<file path="src/dewu_pkg.sv">
// constants, register map and carrier types for the eeprom write-unlock host controller
package dewu_pkg;
    // device register selects on the device access port
    localparam logic [2:0] NV_ADDR_SEL = 3'h0;
    localparam logic [2:0] NV_DATA_SEL = 3'h1;
    localparam logic [2:0] NV_CTRL_SEL = 3'h2;
    localparam logic [2:0] NV_UNLOCK_SEL = 3'h3;
    localparam logic [2:0] IRQ_CTRL_SEL = 3'h4;
    localparam logic [2:0] FLAG_SEL = 3'h5;
    // device bit positions
    localparam int CTRL_RD_BIT = 0;
    localparam int CTRL_WR_BIT = 1;
    localparam int CTRL_WRITE_ENABLE_BIT_BIT = 2;
    localparam int CTRL_MSEL_BIT = 7;
    localparam int GIE_BIT = 7;
    localparam int DONE_FLAG_BIT = 4;
    // device values
    localparam logic [7:0] UNLOCK_KEY1 = 8'h55;
    localparam logic [7:0] UNLOCK_KEY2 = 8'hAA;
    localparam logic [7:0] BYTE_ZERO = 8'h00;
    localparam logic [8:0] NV_DEPTH = 9'h100;
    // controller registers on AHB-Lite (byte offsets)
    localparam logic [7:0] CMD_OFS = 8'h00;
    localparam logic [7:0] ADDR_OFS = 8'h04;
    localparam logic [7:0] WDATA_OFS = 8'h08;
    localparam logic [7:0] STATUS_OFS = 8'h0C;
    localparam logic [7:0] RDATA_OFS = 8'h10;
    localparam int CMD_GO_BIT = 0;
    localparam int CMD_WRITE_BIT = 1;
    localparam int ST_BUSY_BIT = 0;
    localparam int ST_DONE_BIT = 1;
    localparam int ST_ERR_BIT = 2;
    localparam logic [31:0] WORD_ZERO = 32'h0000_0000;
    localparam int HTRANS_ACT_BIT = 1;
    localparam logic HRESP_OKAY = 1'b0;
    // device access phases
    localparam logic [1:0] PH_IDLE = 2'h0;
    localparam logic [1:0] PH_STROBE = 2'h1;
    localparam logic [1:0] PH_WAIT = 2'h2;

    typedef struct packed {
        logic [2:0] sel;
        logic [7:0] wdata;
        logic we;
        logic re;
    } dewu_dev_s;

    typedef struct packed {
        logic valid;
        logic [7:0] ofs;
        logic [31:0] data;
    } dewu_regwr_s;

    typedef enum logic [4:0] {
        S_IDLE = 5'h00,
        S_POLL_WR = 5'h01,
        S_SET_ADDR = 5'h03,
        S_SET_DATA = 5'h02,
        S_SET_WRITE_ENABLE_BIT = 5'h06,
        S_GIE_RD = 5'h07,
        S_GIE_OFF = 5'h05,
        S_UNL1 = 5'h04,
        S_UNL2 = 5'h0C,
        S_SET_WR = 5'h0D,
        S_GIE_ON = 5'h0F,
        S_WRITE_ENABLE_BIT_OFF = 5'h0E,
        S_POLL_DONE = 5'h0A,
        S_CLR_FLAG = 5'h0B,
        S_FINISH = 5'h09,
        S_RD_ADDR = 5'h18,
        S_RD_CMD = 5'h19,
        S_RD_DATA = 5'h1B
    } dewu_state_e;
endpackage

</file>
<file path="src/dewu_dev_port.sv">
// one register access on the device port: strobe, then sample read data
`timescale 1ns/100ps
`default_nettype none
module dewu_dev_port (
    // clock and reset
    input wire logic clk_i,
    input wire logic rst_n_i,
    // request from the sequencer
    input wire logic req_i,
    input wire logic we_i,
    input wire logic [2:0] sel_i,
    input wire logic [7:0] wdata_i,
    output logic done_o,
    output logic [7:0] rdata_o,
    // device side
    output dewu_pkg::dewu_dev_s dev_o,
    input wire logic [7:0] dev_rdata_i
);
    import dewu_pkg::*;

    logic [1:0] ph_r, ph_nxt;
    dewu_dev_s bus_r, bus_nxt;
    logic [7:0] rdata_r, rdata_nxt;
    logic done_r, done_nxt;

    always_comb begin
        ph_nxt = ph_r;
        bus_nxt = bus_r;
        rdata_nxt = rdata_r;
        done_nxt = 1'b0;
        case (ph_r)
            PH_IDLE: begin
                if (req_i) begin
                    bus_nxt = '{sel: sel_i, wdata: wdata_i, we: we_i, re: ~we_i};
                    ph_nxt = PH_STROBE;
                end
            end
            PH_STROBE: begin
                // strobes last exactly one cycle
                bus_nxt.we = 1'b0;
                bus_nxt.re = 1'b0;
                ph_nxt = PH_WAIT;
            end
            default: begin
                // byte stands on the device port the cycle after a read strobe
                rdata_nxt = dev_rdata_i;
                done_nxt = 1'b1;
                ph_nxt = PH_IDLE;
            end
        endcase
    end

    always_ff @(posedge clk_i or negedge rst_n_i) begin
        if (!rst_n_i) begin
            ph_r <= PH_IDLE;
            bus_r <= '0;
            rdata_r <= BYTE_ZERO;
            done_r <= 1'b0;
        end else begin
            ph_r <= ph_nxt;
            bus_r <= bus_nxt;
            rdata_r <= rdata_nxt;
            done_r <= done_nxt;
        end
    end

    assign dev_o = bus_r;
    assign done_o = done_r;
    assign rdata_o = rdata_r;
endmodule
`default_nettype wire

</file>
<file path="src/dewu_ahb_slave.sv">
// AHB-Lite slave front end: zero wait states, registered read data
`timescale 1ns/100ps
`default_nettype none
module dewu_ahb_slave (
    // clock and reset
    input wire logic clk_i,
    input wire logic rst_n_i,
    // AHB-Lite
    input wire logic hsel_i,
    input wire logic [31:0] haddr_i,
    input wire logic [1:0] htrans_i,
    input wire logic hwrite_i,
    input wire logic [2:0] hsize_i,
    input wire logic [31:0] hwdata_i,
    input wire logic hready_i,
    output logic hreadyout_o,
    output logic hresp_o,
    output logic [31:0] hrdata_o,
    // register core
    output logic [7:0] rd_ofs_o,
    input wire logic [31:0] rd_word_i,
    output dewu_pkg::dewu_regwr_s wr_o
);
    import dewu_pkg::*;

    logic wph_r, wph_nxt;
    logic [7:0] ofs_r, ofs_nxt;
    logic [31:0] hrdata_r, hrdata_nxt;
    logic take;

    // only single word transfers are issued, so hsize is not decoded
    assign take = hsel_i & hready_i & htrans_i[HTRANS_ACT_BIT];
    assign rd_ofs_o = haddr_i[7:0];

    always_comb begin
        wph_nxt = take & hwrite_i;
        ofs_nxt = take ? haddr_i[7:0] : ofs_r;
        hrdata_nxt = hrdata_r;
        if (take && !hwrite_i) begin
            hrdata_nxt = rd_word_i;
        end
    end

    always_ff @(posedge clk_i or negedge rst_n_i) begin
        if (!rst_n_i) begin
            wph_r <= 1'b0;
            ofs_r <= CMD_OFS;
            hrdata_r <= WORD_ZERO;
        end else begin
            wph_r <= wph_nxt;
            ofs_r <= ofs_nxt;
            hrdata_r <= hrdata_nxt;
        end
    end

    assign wr_o = '{valid: wph_r, ofs: ofs_r, data: hwdata_i};
    assign hreadyout_o = 1'b1;
    assign hresp_o = HRESP_OKAY;
    assign hrdata_o = hrdata_r;
endmodule
`default_nettype wire

</file>
<file path="src/dewu_host.sv">
// host controller that reads and unlock-writes the data eeprom through its registers
// Notes on behaviour
// - write only after 55h, AAh, then write bit
// - unlock and write-bit set issued uninterrupted
// - done flag stays until software clears it
// - load address and data byte before unlocking
// - clear memory select to target data eeprom
// - address must lie inside eeprom size
// - test write bit before starting new write
// - global interrupts off during unlock sequence
// - write enable set only around the write
// - end of write seen by polling flag
// - read byte appears the next cycle
`timescale 1ns/100ps
`default_nettype none
module dewu_host (
    // clock and reset
    input wire logic CLK_I,
    input wire logic RST_N_I,
    // AHB-Lite slave
    input wire logic HSEL_I,
    input wire logic [31:0] HADDR_I,
    input wire logic [1:0] HTRANS_I,
    input wire logic HWRITE_I,
    input wire logic [2:0] HSIZE_I,
    input wire logic [31:0] HWDATA_I,
    input wire logic HREADY_I,
    output logic HREADYOUT_O,
    output logic HRESP_O,
    output logic [31:0] HRDATA_O,
    // device register port
    output dewu_pkg::dewu_dev_s DEV_O,
    input wire logic [7:0] DEV_RDATA_I,
    // status
    output logic BUSY_O
);
    import dewu_pkg::*;

    dewu_state_e state_r, state_nxt;
    logic write_op_r, write_op_nxt;
    logic [7:0] addr_r, addr_nxt;
    logic [7:0] wdata_r, wdata_nxt;
    logic [7:0] rdata_r, rdata_nxt;
    logic [7:0] irq_save_r, irq_save_nxt;
    logic done_r, done_nxt;
    logic err_r, err_nxt;
    logic pend_r, pend_nxt;

    logic [7:0] rd_ofs;
    logic [31:0] rd_word;
    dewu_regwr_s wr;
    logic acc_need, acc_we;
    logic [2:0] acc_sel;
    logic [7:0] acc_wdata;
    logic acc_req, acc_done;
    logic [7:0] acc_rdata;
    logic go, set_done, set_err;

    dewu_ahb_slave u_ahb (
        .clk_i(CLK_I),
        .rst_n_i(RST_N_I),
        .hsel_i(HSEL_I),
        .haddr_i(HADDR_I),
        .htrans_i(HTRANS_I),
        .hwrite_i(HWRITE_I),
        .hsize_i(HSIZE_I),
        .hwdata_i(HWDATA_I),
        .hready_i(HREADY_I),
        .hreadyout_o(HREADYOUT_O),
        .hresp_o(HRESP_O),
        .hrdata_o(HRDATA_O),
        .rd_ofs_o(rd_ofs),
        .rd_word_i(rd_word),
        .wr_o(wr)
    );

    dewu_dev_port u_dev (
        .clk_i(CLK_I),
        .rst_n_i(RST_N_I),
        .req_i(acc_req),
        .we_i(acc_we),
        .sel_i(acc_sel),
        .wdata_i(acc_wdata),
        .done_o(acc_done),
        .rdata_o(acc_rdata),
        .dev_o(DEV_O),
        .dev_rdata_i(DEV_RDATA_I)
    );

    // read side of the controller registers; unmapped offsets read zero
    always_comb begin
        rd_word = WORD_ZERO;
        if (rd_ofs == CMD_OFS) begin
            rd_word[CMD_WRITE_BIT] = write_op_r;
        end else if (rd_ofs == ADDR_OFS) begin
            rd_word[7:0] = addr_r;
        end else if (rd_ofs == WDATA_OFS) begin
            rd_word[7:0] = wdata_r;
        end else if (rd_ofs == STATUS_OFS) begin
            rd_word[ST_BUSY_BIT] = (state_r != S_IDLE);
            rd_word[ST_DONE_BIT] = done_r;
            rd_word[ST_ERR_BIT] = err_r;
        end else if (rd_ofs == RDATA_OFS) begin
            rd_word[7:0] = rdata_r;
        end
    end

    assign go = wr.valid && (wr.ofs == CMD_OFS) && wr.data[CMD_GO_BIT] && (state_r == S_IDLE);

    // device access wanted by each state
    always_comb begin
        acc_need = 1'b1;
        acc_we = 1'b1;
        acc_sel = NV_CTRL_SEL;
        acc_wdata = BYTE_ZERO;
        case (state_r)
            S_POLL_WR: begin
                acc_we = 1'b0;
            end
            S_SET_ADDR, S_RD_ADDR: begin
                acc_sel = NV_ADDR_SEL;
                acc_wdata = addr_r;
            end
            S_SET_DATA: begin
                acc_sel = NV_DATA_SEL;
                acc_wdata = wdata_r;
            end
            S_SET_WRITE_ENABLE_BIT: begin
                // memory select left clear, write enable raised
                acc_wdata[CTRL_WRITE_ENABLE_BIT_BIT] = 1'b1;
            end
            S_GIE_RD: begin
                acc_we = 1'b0;
                acc_sel = IRQ_CTRL_SEL;
            end
            S_GIE_OFF: begin
                acc_sel = IRQ_CTRL_SEL;
                acc_wdata = irq_save_r;
                acc_wdata[GIE_BIT] = 1'b0;
            end
            S_UNL1: begin
                acc_sel = NV_UNLOCK_SEL;
                acc_wdata = UNLOCK_KEY1;
            end
            S_UNL2: begin
                acc_sel = NV_UNLOCK_SEL;
                acc_wdata = UNLOCK_KEY2;
            end
            S_SET_WR: begin
                acc_wdata[CTRL_WRITE_ENABLE_BIT_BIT] = 1'b1;
                acc_wdata[CTRL_WR_BIT] = 1'b1;
            end
            S_GIE_ON: begin
                acc_sel = IRQ_CTRL_SEL;
                acc_wdata = irq_save_r;
            end
            S_WRITE_ENABLE_BIT_OFF: begin
                // safe mid-cycle: dropping write enable does not abort it
                acc_wdata = BYTE_ZERO;
            end
            S_POLL_DONE: begin
                acc_we = 1'b0;
                acc_sel = FLAG_SEL;
            end
            S_CLR_FLAG: begin
                acc_sel = FLAG_SEL;
                acc_wdata = BYTE_ZERO;
            end
            S_RD_CMD: begin
                acc_wdata[CTRL_RD_BIT] = 1'b1;
            end
            S_RD_DATA: begin
                acc_we = 1'b0;
                acc_sel = NV_DATA_SEL;
            end
            default: begin
                acc_need = 1'b0;
            end
        endcase
    end

    // one access outstanding at a time, so nothing interleaves the unlock
    assign acc_req = acc_need & ~pend_r;

    // sequencer
    always_comb begin
        state_nxt = state_r;
        write_op_nxt = write_op_r;
        irq_save_nxt = irq_save_r;
        rdata_nxt = rdata_r;
        pend_nxt = pend_r;
        set_done = 1'b0;
        set_err = 1'b0;
        if (acc_req) begin
            pend_nxt = 1'b1;
        end else if (acc_done) begin
            pend_nxt = 1'b0;
        end
        case (state_r)
            S_IDLE: begin
                if (go) begin
                    write_op_nxt = wr.data[CMD_WRITE_BIT];
                    if ({1'b0, addr_r} >= NV_DEPTH) begin
                        set_err = 1'b1;
                    end else if (wr.data[CMD_WRITE_BIT]) begin
                        state_nxt = S_POLL_WR;
                    end else begin
                        state_nxt = S_RD_ADDR;
                    end
                end
            end
            S_POLL_WR: begin
                // device holds the write bit for its whole cycle
                if (acc_done && !acc_rdata[CTRL_WR_BIT]) begin
                    state_nxt = S_SET_ADDR;
                end
            end
            S_SET_ADDR: begin
                if (acc_done) begin
                    state_nxt = S_SET_DATA;
                end
            end
            S_SET_DATA: begin
                if (acc_done) begin
                    state_nxt = S_SET_WRITE_ENABLE_BIT;
                end
            end
            S_SET_WRITE_ENABLE_BIT: begin
                if (acc_done) begin
                    state_nxt = S_GIE_RD;
                end
            end
            S_GIE_RD: begin
                if (acc_done) begin
                    irq_save_nxt = acc_rdata;
                    state_nxt = S_GIE_OFF;
                end
            end
            S_GIE_OFF: begin
                if (acc_done) begin
                    state_nxt = S_UNL1;
                end
            end
            S_UNL1: begin
                if (acc_done) begin
                    state_nxt = S_UNL2;
                end
            end
            S_UNL2: begin
                if (acc_done) begin
                    state_nxt = S_SET_WR;
                end
            end
            S_SET_WR: begin
                if (acc_done) begin
                    state_nxt = S_GIE_ON;
                end
            end
            S_GIE_ON: begin
                if (acc_done) begin
                    state_nxt = S_WRITE_ENABLE_BIT_OFF;
                end
            end
            S_WRITE_ENABLE_BIT_OFF: begin
                // device never drops write enable, so the host does it
                if (acc_done) begin
                    state_nxt = S_POLL_DONE;
                end
            end
            S_POLL_DONE: begin
                // no fixed wait: poll until the device raises its done flag
                if (acc_done && acc_rdata[DONE_FLAG_BIT]) begin
                    state_nxt = S_CLR_FLAG;
                end
            end
            S_CLR_FLAG: begin
                if (acc_done) begin
                    state_nxt = S_FINISH;
                end
            end
            S_RD_ADDR: begin
                if (acc_done) begin
                    state_nxt = S_RD_CMD;
                end
            end
            S_RD_CMD: begin
                if (acc_done) begin
                    state_nxt = S_RD_DATA;
                end
            end
            S_RD_DATA: begin
                if (acc_done) begin
                    rdata_nxt = acc_rdata;
                    state_nxt = S_FINISH;
                end
            end
            default: begin
                set_done = 1'b1;
                state_nxt = S_IDLE;
            end
        endcase
    end

    // software registers; a hardware set wins over a clear in the same cycle
    always_comb begin
        addr_nxt = addr_r;
        wdata_nxt = wdata_r;
        done_nxt = done_r;
        err_nxt = err_r;
        if (wr.valid && (state_r == S_IDLE)) begin
            if (wr.ofs == ADDR_OFS) begin
                addr_nxt = wr.data[7:0];
            end else if (wr.ofs == WDATA_OFS) begin
                wdata_nxt = wr.data[7:0];
            end
        end
        if (wr.valid && (wr.ofs == STATUS_OFS)) begin
            if (wr.data[ST_DONE_BIT]) begin
                done_nxt = 1'b0;
            end
            if (wr.data[ST_ERR_BIT]) begin
                err_nxt = 1'b0;
            end
        end
        if (set_done) begin
            done_nxt = 1'b1;
        end
        if (set_err) begin
            err_nxt = 1'b1;
        end
    end

    always_ff @(posedge CLK_I or negedge RST_N_I) begin
        if (!RST_N_I) begin
            state_r <= S_IDLE;
            write_op_r <= 1'b0;
            addr_r <= BYTE_ZERO;
            wdata_r <= BYTE_ZERO;
            rdata_r <= BYTE_ZERO;
            irq_save_r <= BYTE_ZERO;
            done_r <= 1'b0;
            err_r <= 1'b0;
            pend_r <= 1'b0;
        end else begin
            state_r <= state_nxt;
            write_op_r <= write_op_nxt;
            addr_r <= addr_nxt;
            wdata_r <= wdata_nxt;
            rdata_r <= rdata_nxt;
            irq_save_r <= irq_save_nxt;
            done_r <= done_nxt;
            err_r <= err_nxt;
            pend_r <= pend_nxt;
        end
    end

    assign BUSY_O = (state_r != S_IDLE);
endmodule
`default_nettype wire

</file>
<file path="config.mk">
export PLATFORM = sky130hd
export DESIGN_NAME = dewu_host
export DESIGN_NICKNAME = d
export VERILOG_FILES = /design/src/dewu_pkg.sv /design/src/dewu_dev_port.sv /design/src/dewu_ahb_slave.sv /design/src/dewu_host.sv
export SDC_FILE = /design/constraint.sdc
export NUM_CORES = 1
export LEC_CHECK = 0
export BUFFER_PORTS_ARGS = -buffer_cell sky130_fd_sc_hd__buf_4
export CAP_MARGIN = 20
export CORE_MARGIN = 5
export CORE_UTILIZATION = 30
export DETAILED_ROUTE_END_ITERATION = 6
export PLACE_DENSITY = 0.55
export RECOVER_POWER = 100
export SYNTH_ARGS = -nofsm -noshare
export SYNTH_HDL_FRONTEND = slang
export SYNTH_SLANG_ARGS = --single-unit
</file>
<file path="constraint.sdc">
create_clock -name CLK_I -period 2.3 [get_ports CLK_I]
set_clock_uncertainty 0.05 [all_clocks]
set_input_delay 0.115 -clock CLK_I [delete_from_list [all_inputs] [get_ports CLK_I]]
set_output_delay 0.115 -clock CLK_I [all_outputs]
set_load 0.02 [all_outputs]
</file>
### Yosys cells after proc, flatten, opt, wreduce, memory -nomap -nowiden

Cells that the tools add are included.
Widths: inputs -> output; s select.

* reductions and logical operators: 40
* bitwise logic cells: 6
* mux-type cells: 43
* eq/ne operators: 43

Operators with widths (number)
* $mux 5: 18
* $pmux 5 s16: 1
* $eq 8x4->1 const B: 4
* $eq 5x4->1 const B: 6
* $ne 2x1->1 const B: 15
* $pmux 5 s6: 1
* $mux 8: 3
* $eq 5x3->1 const B: 4
* $reduce_or 2->1: 9
* $reduce_or 17->1: 1
* $eq 8x3->1 const B: 2
* $logic_not 8->1: 2
* $reduce_and 16->1: 1
* $reduce_or 16->1: 1
* $eq 5x5->1 const B: 3
* $pmux 3 s5: 1
* $reduce_and 2->1: 7
* $pmux 1 s4: 3
* $eq 5x2->1 const B: 2
* $mux 1: 10
* $eq 8x5->1 const B: 1
* $logic_and 1x1->1: 8
* $ne 2x2->1 const B: 4
* $pmux 2 s2: 2
* 15 further kinds: 23

* input bits: 82
* flip-flop bits (word level): 81
* word-level logic and storage cells: 150
* output and inout bits: 48

### Depth between registers and ports, before layout

Gate-level depths: netlist (run 1).

* word-level depth: 6
* mapped depth: 7
* gate-level depth less buffers: 4

### By module

A second synthesis (run 1) with hierarchy kept.

* cells, all modules: 444
* area, all modules: 5390.2 µm²

Modules (own cells, without submodules)
* dewu_host: instances 1, sequential area each 1001.0 µm², cells an instance 257, area an instance 2482.4 µm²
* dewu_ahb_slave: instances 1, sequential area each 1026.0 µm², cells an instance 133, area an instance 1994.4 µm²
* dewu_dev_port: instances 1, sequential area each 600.6 µm², cells an instance 54, area an instance 913.4 µm²

### Worst setup path after synthesis (run 1)

No wires, ideal clock.

* kind: flip-flop to flip-flop
* start: register state_r[2]
* end: register wdata_r[2]
* cell stages (with the launch flop): 6
* path slack: 0.460 ns
* data required time: 2.125 ns
* arrival time: 1.665 ns
* path buffers: 1
* clock period less this slack: 1.840 ns
* library setup time: 0.125 ns
* cells stage by stage: dfrtp_1 -> buf_2 -> nor3_4 -> nand4_2 -> nor3b_4 -> mux2_2

* word-level cells in the longest chain between the ends: 3

Ends and longest elaborated chain
* start: declaration: RTL line dewu_host.sv:39 `dewu_state_e state_r, state_nxt;`
* start signal: assignment: RTL line dewu_host.sv:345 `state_r <= state_nxt;`
* $logic_not 5->1: RTL line dewu_host.sv:310 `if (wr.valid && (state_r == S_IDLE)) begin`
* $logic_and 1x1->1: RTL line dewu_host.sv:310
* $reduce_and 3->1 (no source line)
* end signal: assignment: RTL line dewu_host.sv:348 `wdata_r <= wdata_nxt;`
* end: declaration: RTL line dewu_host.sv:42 `logic [7:0] wdata_r, wdata_nxt;`

No other way between the ends.
A chain may end at the register's enable or synchronous reset.

### Worst setup path in the final report (run 1)

* start: register state_r[4]
* end: register rdata_r[0]

* word-level cells in the longest chain between the ends: 2

Ends and longest elaborated chain
* $eq 5x5->1: RTL line dewu_host.sv:199 `case (state_r)`
* $reduce_and 2->1 (no source line)
* end signal: assignment: RTL line dewu_host.sv:349 `rdata_r <= rdata_nxt;`
* end: declaration: RTL line dewu_host.sv:43 `logic [7:0] rdata_r, rdata_nxt;`

No other way between the ends.

==> results of run 1 <==
cells in the mapped netlist, types with 9 or more instances:
cell and instances:
dfrtp_1 81, o31ai_1 9, buf_2 11, nand2_1 23, clkbuf_1 9, inv_1 12, buf_4 27, o21ai_0 10
mux2_2 50, a21oi_1 22, nor3_1 12, nor2_1 16
flip-flops by register name, summed over array words and instances, names as in the netlist, 5 cells and up:
name	count
u_dev.rdata_o	8
irq_save_r	8
u_dev.dev_o	13
rdata_r	8
u_ahb.hrdata_o	8
addr_r	8
wdata_r	8
state_r	5
u_ahb.ofs_r	8
per-layer routing:
metal | routed length, um | global-route usage | vias to the layer above
li1 | - | - | 1571
met1 | 4830 | 0.176 | 1659
met2 | 5580 | 0.233 | 92
met3 | 507 | 0.0262 | 13
met4 | 142 | 0.0458 | 0
met5 | 0 | 0 | -
metrics by stage:
stage	utilization	instances	cell area, um^2
6_report	0.376	661	5260
3_5_place_dp	0.349	623	4880
3_3_place_gp	0.349	623	4880
2_1_floorplan	-	420	4400
5_1_grt	0.376	661	5260
4_1_cts	0.386	661	5400
cells by family (layout without fill, tap and decap cells):
kind of cell | after synthesis | count (layout)
flip-flops | 81 | 81
multiplexers | 58 | 58
other | 2 | 26
buffers and inverters | 62 | 123
AND/OR/NAND/NOR | 104 | 104
XOR/XNOR | 1 | 1
AO/OA/AOI/OAI | 88 | 88
power groups by stage:
stage / logic (uW) / clock network, uW / registers [uW]
floorplan: 1480 / 0 / 2070
global placement: 2130 / 0 / 2100
detailed placement: 2160 / 0 / 2120
CTS: 2200 / 1470 / 2090
global route: 2310 / 1540 / 2140
finish: 2090 / 1440 / 2080
final timing paths:
| path | start | endpoint | cells after the start |
|---|---|---|---|
| min in group asynchronous | RST_N_I | u_dev.dev_o[5] | 3 |
| max | state_r[4] | rdata_r[0] | 6 |
| max reg2reg | state_r[4] | rdata_r[0] | 6 |
| min reg2reg | pend_r | pend_r | 1 |
| max in group asynchronous | RST_N_I | u_ahb.wph_r | 3 |
| min | HWDATA_I[1] | wdata_r[1] | 2 |
area by class of cell:
cell class	count	share of cell area
clock buffers	10	0.0435
clock inverters	6	0.0124
inverters	12	0.00856
multi-input cells	277	0.380
flip-flops and latches	81	0.385
well taps	180	0.0428
repair buffers	95	0.128
worst max-delay path, stage by stage (launching register included):
cell	delay [ns]
dfrtp_1	0.65
buf_4	0.29
inv_1	0.07
buf_4	0.16
nor3_2	0.16
clkbuf_2	0.28
mux2_2	0.37
repair_timing:
item                      CTS  global route
hold buffers               22             0
gates resized for setup     0             0
hold endpoints to repair  109             0
==> flow_metrics.env, run 1 <==
export IMPL_status="finished, final reports clean"
export IMPL_ys_ff_latch=81
export IMPL_drc=0
export IMPL_crit_arrival_ns=2.33
export IMPL_synth_area_mm2=0.00431
export IMPL_worst_slew_pin_slew_ns=1.12
export IMPL_synthAdderAreaFrac=0
export IMPL_rows=43
export IMPL_clkPwrFrac=0.257
export IMPL_critical_path_class="flop to flop"
export IMPL_hold_viol=0
export IMPL_leakagePower_uw=0.00231
export IMPL_yosys_most_used_dff="dfrtp_1"
export IMPL_setup_tns_ns=0
export IMPL_syn_inst=396
export IMPL_postCtsSetupRepairBufs=0
export IMPL_dr_pass1_iters=5
export IMPL_ir_drop_uv=487
export IMPL_synth_edf_count=0
export IMPL_cts_tree="built"
export IMPL_power_frac_comb=0.372
export IMPL_clock_tree_buffer_depth=2
export IMPL_hpwlAfterDp_mm=8.04
export IMPL_endpoint_kind="flop"
export IMPL_p_per_area_mw_per_mm2=1070
export IMPL_synth_top_cell_by_area="dfrtp_1"
export IMPL_power_uw=5620
export IMPL_rsz0062_at_grt="no"
export IMPL_final_common_cell="dfrtp_1"
export IMPL_p_sw_frac=0.373
export IMPL_period_needed_ns=2.16
export IMPL_nFillCells=1408
export IMPL_clock_sinks=81
export IMPL_vias=3335
export IMPL_multiInputGateArea_mm2=0.00200
export IMPL_cp_required_ns=2.48
export IMPL_grt_max_degree=82
export IMPL_antenna_found_initial=0
export IMPL_die_area_mm2=0.0169
export IMPL_cts_max_level=3
export IMPL_hold_ws_ns=0.0153
export IMPL_wl_mm=11.1
export IMPL_synthSimpleGateAreaFrac=0.150
export IMPL_place_congestion=0.896
export IMPL_yosysWarnings=0
export IMPL_die_h_um=130
export IMPL_synth_top_area_share=0.471
export IMPL_max_cap_violations=0
export IMPL_final_cell_mix="dfrtp_1 (81), mux2_2 (50), buf_4 (39)"
export IMPL_post_place_ws_ns=0.186
export IMPL_synth_xor_area_frac=0.00203
export IMPL_synthMuxAreaShare=0.150
export IMPL_floorplan_initialDensity=0.308
export IMPL_grt_pass1_wl_mm=18.0
export IMPL_r2r_setup_slack_ns=0.14
export IMPL_viasPerCell=5.05
export IMPL_clk_latency_ns=0.34
export IMPL_startpoint_type="flop"
export IMPL_synth_top_family_by_area="simple AND/OR/NAND/NOR gates"
export IMPL_min_path_type="input port to flop"
export IMPL_root_buffer="clkbuf_16"
export IMPL_tritoncts_num_buffers=9
export IMPL_regArea_mm2=0.00203
export IMPL_synth_area_leaders="dfrtp_1 (47%), mux2_2 (13%), buf_4 (4.7%)"
export IMPL_synth_compound_area_frac=0.142
export IMPL_ys_seq_area_frac=0.471
export IMPL_antenna_cells=0
export IMPL_grt_overflow_total=0
export IMPL_grt_pass1_vias=3392
export IMPL_p_int_uw=3520
export IMPL_fin_crit_sh=0.937
export IMPL_io_buffer_count=51
export IMPL_top_level_ports=130
export IMPL_ant_nets=0
export IMPL_clkTransAtPathRegs_ns=0.06
export IMPL_finalMaxSlewViolations=0
export IMPL_async_flop_share=1.00
export IMPL_switching_power_uw=2100
export IMPL_first_iter_violations=153
export IMPL_grt_util_all_layers=0.137
export IMPL_die_w_um=130
export IMPL_max_slew_margin=0.257
export IMPL_layout_nets=558
export IMPL_setup_slack_ns=0.144
export IMPL_fmax_mhz=464
export IMPL_p_seq_frac=0.370
export IMPL_synth_avg_cell_area_um2=10.9
export IMPL_setup_viol=0
export IMPL_wl_per_cell_um=16.7
export IMPL_crit_fanout=15
export IMPL_drive_gt1_frac=0.249
export IMPL_syn_to_final_growth_pct=22.2
export IMPL_yosys_cell_types_count=62
export IMPL_core_area_mm2=0.0140
(Power assumes the default switching activity.)
==> run 2, diff against run 1 <==
--- a/config.mk
+++ b/config.mk
@@ -5,6 +5,7 @@
 export SDC_FILE = /design/constraint.sdc
 export NUM_CORES = 1
 export LEC_CHECK = 0
+export ABC_AREA = 1
 export BUFFER_PORTS_ARGS = -buffer_cell sky130_fd_sc_hd__buf_4
 export CAP_MARGIN = 20
 export CORE_MARGIN = 5
==> flow_metrics.env, run 2 <==
export IMPL_r2r_end="wdata_r[7]"
export IMPL_cp_required_ns=2.48
export IMPL_grt_overflow_total=0
export IMPL_ys_ff_latch=81
export IMPL_setup_tns_ns=0
export IMPL_final_cell_mix="nand2_1 (182), dfrtp_1 (81), inv_1 (54)"
export IMPL_synth_top_area_share=0.475
export IMPL_leakagePower_uw=0.00266
export IMPL_worst_slew_pin_slew_ns=1.12
export IMPL_crit_family="simple AND/OR/NAND/NOR gates"
export IMPL_wl_per_cell_um=14.3
export IMPL_cts_max_level=3
export IMPL_grt_max_degree=45
export IMPL_path_buf_inv=3
export IMPL_tritoncts_num_buffers=9
export IMPL_drc=0
export IMPL_ys_seq_area_frac=0.475
export IMPL_hpwlAfterDp_mm=8.86
export IMPL_hold_path_end="u_ahb.ofs_r[1]"
export IMPL_reg2reg_from="state_r[0]"
export IMPL_rows=43
export IMPL_core_area_mm2=0.0139
export IMPL_syn_to_final_growth_pct=20.3
export IMPL_synth_avg_cell_area_um2=7.75
export IMPL_die_w_um=129
export IMPL_final_util=0.369
export IMPL_grt_pass1_wl_mm=18.6
export IMPL_crit_slowest_cell="dfrtp_1"
export IMPL_yosys_cell_count_top_type="nand2_1"
export IMPL_yosys_cell_types_count=30
export IMPL_cts_resized=0
export IMPL_whs_path_depth=3
export IMPL_yosys_most_used_dff="dfrtp_1"
export IMPL_dr_pass1_iters=4
export IMPL_largest_reg_flops=13
export IMPL_postCtsSetupRepairBufs=0
export IMPL_cp_cell_sequence="nor2_4 -> inv_1 -> nor2_8 -> inv_2 -> nor2_8 -> nand2_2 -> o21ai_0 -> inv_1"
export IMPL_setup_viol=0
export IMPL_synth_area_leaders="dfrtp_1 (47%), nand2_1 (16%), nand3_1 (5.7%)"
export IMPL_max_slew_margin=0.250
export IMPL_cpPeakStageDelay_ns=0.54
export IMPL_grt_util_all_layers=0.144
export IMPL_floorplan_initialDensity=0.307
export IMPL_final_common_cell="nand2_1"
export IMPL_critical_path_class="flop to flop"
export IMPL_antenna_found_initial=0
export IMPL_max_cap_violations=0
export IMPL_first_iter_violations=273
export IMPL_min_path_type="input port to flop"
export IMPL_clk_latency_ns=0.34
export IMPL_crit_arrival_ns=2.25
export IMPL_clkTransAtPathRegs_ns=0.06
export IMPL_startpoint_type="flop"
export IMPL_fmax_mhz=482
export IMPL_synth_edf_count=0
export IMPL_antenna_cells=0
export IMPL_root_buffer="clkbuf_16"
export IMPL_synth_top_cell_by_area="dfrtp_1"
export IMPL_ant_nets=0
export IMPL_status="finished, final reports clean"
export IMPL_drive_gt1_frac=0.117
export IMPL_layout_nets=707
export IMPL_die_h_um=129
export IMPL_io_buffer_count=51
export IMPL_synth_area_mm2=0.00427
export IMPL_fin_crit_sh=0.901
export IMPL_viasPerCell=4.53
export IMPL_hold_viol=0
export IMPL_top_level_ports=130
export IMPL_crit_fanout=16
export IMPL_period_needed_ns=2.07
export IMPL_clock_tree_buffer_depth=2
export IMPL_hold_ws_ns=0.00536
export IMPL_path_depth=8
export IMPL_place_congestion=0.860
export IMPL_rsz0062_at_grt="no"
export IMPL_cts_tree="built"
export IMPL_p_per_area_mw_per_mm2=1030
export IMPL_wl_mm=11.5
export IMPL_clock_sinks=81
export IMPL_async_flop_share=1.00
export IMPL_grt_pass1_vias=3555
export IMPL_hp_start="HADDR_I[1]"
export IMPL_yosysWarnings=0
export IMPL_die_area_mm2=0.0167
export IMPL_r2r_setup_slack_ns=0.23
export IMPL_endpoint_kind="flop"
export IMPL_syn_inst=551
export IMPL_vias=3667
export IMPL_synth_common_cells="nand2_1 (180), dfrtp_1 (81), inv_1 (52), nand3_1 (49), o21ai_0 (44)"
export IMPL_reg2regPathDepth=8
export IMPL_ir_drop_uv=449
export IMPL_finalMaxSlewViolations=0
run 2: cell count changes after synthesis, moves of 24 or more:
cell,before,now
inv_1,12,52
mux2_2,50,0
nand2_1,23,180
nand3_1,8,49
nor2_1,16,40
o21ai_0,10,44
run 2: per-layer routing:
metal,up-vias,part of all wire,global-route usage
li1,1858,-,-
met2,83,0.46,0.221
met1,1707,0.47,0.197
met5,-,0,0
met3,19,0.053,0.0338
met4,0,0.020,0.0562
run 2: kinds of logic after synthesis:
logic type / Yosys count / synth area share
DFF: 81 / 0.475
other: 2 / 0.00176
buffers and inverters: 97 / 0.117
AOI/OAI and AO/OA: 70 / 0.0882
and+or+nand+nor: 301 / 0.319
run 2: power breakdown:
group	total [uW]	internal, uW	switching, uW
sequential	2030	1740	291
combinational	1790	540	1250
clock	1460	848	615
run 2: worst max-delay path by stage:
stage | start | to | slack, ns
global placement | state_r[4] | u_dev.dev_o[4] | 0.31
global route | state_r[4] | u_dev.dev_o[2] | 0.08
detailed placement | state_r[4] | u_dev.dev_o[4] | 0.32
floorplan | state_r[0] | wdata_r[0] | 0.72
CTS | state_r[3] | u_dev.dev_o[4] | 0.30
finish | state_r[0] | wdata_r[7] | 0.23
run 2: cell type report:
type | count | area, um^2
Inverter | 59 | 221
Tap cell | 180 | 225
Fill cell | 1479 | 8800
Clock buffer | 9 | 225
Multi-Input combinational cell | 397 | 1830
Sequential cell | 81 | 2030
Timing Repair Buffer | 77 | 537
Clock inverter | 7 | 77.6
run 2: tightest hold or removal path: cells and delay by family:
kind | cells | cell delay (ns)
buffers and inverters | 2 | 0.16
AOI/OAI and AO/OA | 1 | 0.07
run 2: timing repair:
| action | 4_1_cts | 5_1_grt |
|---|---|---|
| hold endpoints to repair | 68 | 0 |
| setup endpoints to repair | 0 | 0 |
| hold buffers | 19 | 0 |
run 2: through the flow:
step | instance area (um^2) | setup WS, ns | std cells | power [uW]
after global routing | 5140 | 0.0832 | 810 | 5670
after global placement | 4760 | 0.314 | 775 | 3930
after floorplan | 4360 | 0.724 | 575 | 3360
after CTS | 5250 | 0.305 | 810 | 5470
after detailed placement | 4760 | 0.324 | 775 | 3940
final | 5140 | 0.227 | 810 | 5280
==> run 3, diff against run 2 <==
--- a/config.mk
+++ b/config.mk
@@ -9,9 +9,10 @@
 export BUFFER_PORTS_ARGS = -buffer_cell sky130_fd_sc_hd__buf_4
 export CAP_MARGIN = 20
 export CORE_MARGIN = 5
-export CORE_UTILIZATION = 30
+export CORE_UTILIZATION = 50
 export DETAILED_ROUTE_END_ITERATION = 6
-export PLACE_DENSITY = 0.55
+export HOLD_SLACK_MARGIN = 0.12
+export PLACE_DENSITY = 0.82
 export RECOVER_POWER = 100
 export SYNTH_ARGS = -nofsm -noshare
 export SYNTH_HDL_FRONTEND = slang
==> flow_metrics.env, run 3 (synthesis results as in run 2) <==
export IMPL_hold_buffers=26
export IMPL_ant_nets=0
export IMPL_clkPwrFrac=0.210
export IMPL_p_seq_frac=0.417
export IMPL_final_util=0.602
export IMPL_ir_drop_uv=598
export IMPL_fmax_mhz=472
export IMPL_floorplan_initialDensity=0.517
export IMPL_cts_tree="built"
export IMPL_cts_resized=0
export IMPL_worst_slew_pin_slew_ns=0.872
export IMPL_crit_arrival_ns=2.31
export IMPL_drc=0
export IMPL_min_path_type="input port to flop"
export IMPL_root_buffer="clkbuf_8"
export IMPL_endpoint_kind="flop"
export IMPL_startpoint_type="flop"
export IMPL_period_needed_ns=2.12
export IMPL_top_level_ports=130
export IMPL_first_iter_violations=408
export IMPL_grt_util_all_layers=0.226
export IMPL_rsz0062_at_grt="no"
export IMPL_wl_mm=11.3
export IMPL_postCtsSetupRepairBufs=0
export IMPL_leakagePower_uw=0.00265
export IMPL_crit_family="simple AND/OR/NAND/NOR gates"
export IMPL_cp_cell_sequence="nor2_1 -> inv_2 -> nor2_8 -> inv_2 -> nor2_8 -> nand2_4 -> o21ai_0 -> inv_1"
export IMPL_cp_required_ns=2.49
export IMPL_p_int_uw=2780
export IMPL_viasPerCell=5.31
export IMPL_clock_sinks=81
export IMPL_antenna_cells=0
export IMPL_final_cell_mix="nand2_1 (182), dfrtp_1 (81), inv_1 (53)"
export IMPL_clock_tree_buffer_depth=2
export IMPL_io_buffer_count=51
export IMPL_p_sw_frac=0.424
export IMPL_drive_gt1_frac=0.109
export IMPL_die_h_um=102
export IMPL_dr_pass1_iters=5
export IMPL_setup_viol=0
export IMPL_path_buf_inv=3
export IMPL_cts_max_level=3
export IMPL_critical_path_class="flop to flop"
export IMPL_clk_latency_ns=0.36
export IMPL_layout_nets=713
export IMPL_wl_per_cell_um=15.3
export IMPL_cpPeakStageDelay_ns=0.52
export IMPL_grt_max_degree=82
export IMPL_largest_reg_flops=13
export IMPL_switching_power_uw=2050
export IMPL_syn_to_final_growth_pct=16.4
export IMPL_p_per_area_mw_per_mm2=971
export IMPL_antenna_found_initial=0
export IMPL_hold_ws_ns=0.160
export IMPL_rows=33
export IMPL_grt_pass1_wl_mm=18.2
export IMPL_hpwlAfterDp_mm=7.65
export IMPL_tritoncts_num_buffers=9
export IMPL_setup_tns_ns=0
export IMPL_grt_pass1_vias=3686
export IMPL_max_slew_margin=0.419
export IMPL_max_cap_violations=0
export IMPL_crit_fanout=16
export IMPL_clkTransAtPathRegs_ns=0.08
export IMPL_core_area_mm2=0.00826
export IMPL_crit_slowest_cell="dfrtp_1"
export IMPL_finalMaxSlewViolations=0
export IMPL_die_area_mm2=0.0105
export IMPL_place_congestion=0.945
export IMPL_vias=3925
export IMPL_final_common_cell="nand2_1"
export IMPL_status="finished, final reports clean"
export IMPL_power_frac_comb=0.373
export IMPL_fin_crit_sh=0.921
export IMPL_die_w_um=102
export IMPL_grt_overflow_total=0
export IMPL_hold_viol=0
run 3: cell types whose count changed in the layout (fill, tap and decap cells not counted), moves of 2 or more:
cell           before  now
buf_4              32   25
clkbuf_1           23   25
clkbuf_16           9    0
clkbuf_4            2    6
clkbuf_8            0   10
clkinv_2            0    3
clkinvlp_4          4    0
dlygate4sd3_1      19   26
inv_6               2    0
run 3: worst reg2reg max path: stages, from the launching register on:
cell and delay, ns:
dfrtp_1 0.52, nor2_1 0.42, inv_2 0.15, nor2_8 0.16
inv_2 0.10, nor2_8 0.20, nand2_4 0.17, o21ai_0 0.20
inv_1 0.05
run 3: final timing paths:
path	startpoint	endpoint	slack, ns	depth (start not counted)
worst max-delay path	state_r[0]	wdata_r[3]	0.18	8
worst min-delay path	HREADY_I	u_ahb.wph_r	0.16	4
worst max register to register	state_r[0]	wdata_r[3]	0.18	8
worst min register to register	u_ahb.hrdata_o[3]	u_ahb.hrdata_o[3]	0.44	2
max in group asynchronous	RST_N_I	wdata_r[7]	0.62	3
min in group asynchronous	RST_N_I	u_ahb.ofs_r[0]	0.37	2
run 3: cell type report:
type,count,area (um^2)
fill,718,3290
sequential,81,2030
multi-input combinational,397,1820
timing repair buffer,83,592
inverter,59,221
clock buffer,10,138
tap,105,131
clock inverter,4,45.0
run 3: per-layer routing:
metal / global-route usage / up-vias / routed length (um)
li1: - / 1860 / -
met1: 0.322 / 1834 / 4960
met2: 0.351 / 200 / 5110
met3: 0.0464 / 31 / 987
met4: 0.0636 / 0 / 274
met5: 0 / - / 0
run 3: power by group through the flow:
stage	Clock [uW]	Sequential, uW	Combinational (uW)
after floorplan	0	2010	1360
after global placement	0	2030	1830
after detailed placement	0	2040	1860
after CTS	1020	2010	1900
after global routing	1110	2050	2020
final	1020	2010	1800
run 3: through the flow:
step / cells / total power, uW / setup WS [ns] / cell area [um^2]
after floorplan: 575 / 3360 / 0.724 / 4360
after global placement: 698 / 3850 / 0.312 / 4640
after detailed placement: 698 / 3900 / 0.312 / 4640
after CTS: 738 / 4930 / 0.279 / 5080
after global routing: 739 / 5180 / 0.0636 / 4970
final: 739 / 4830 / 0.181 / 4970
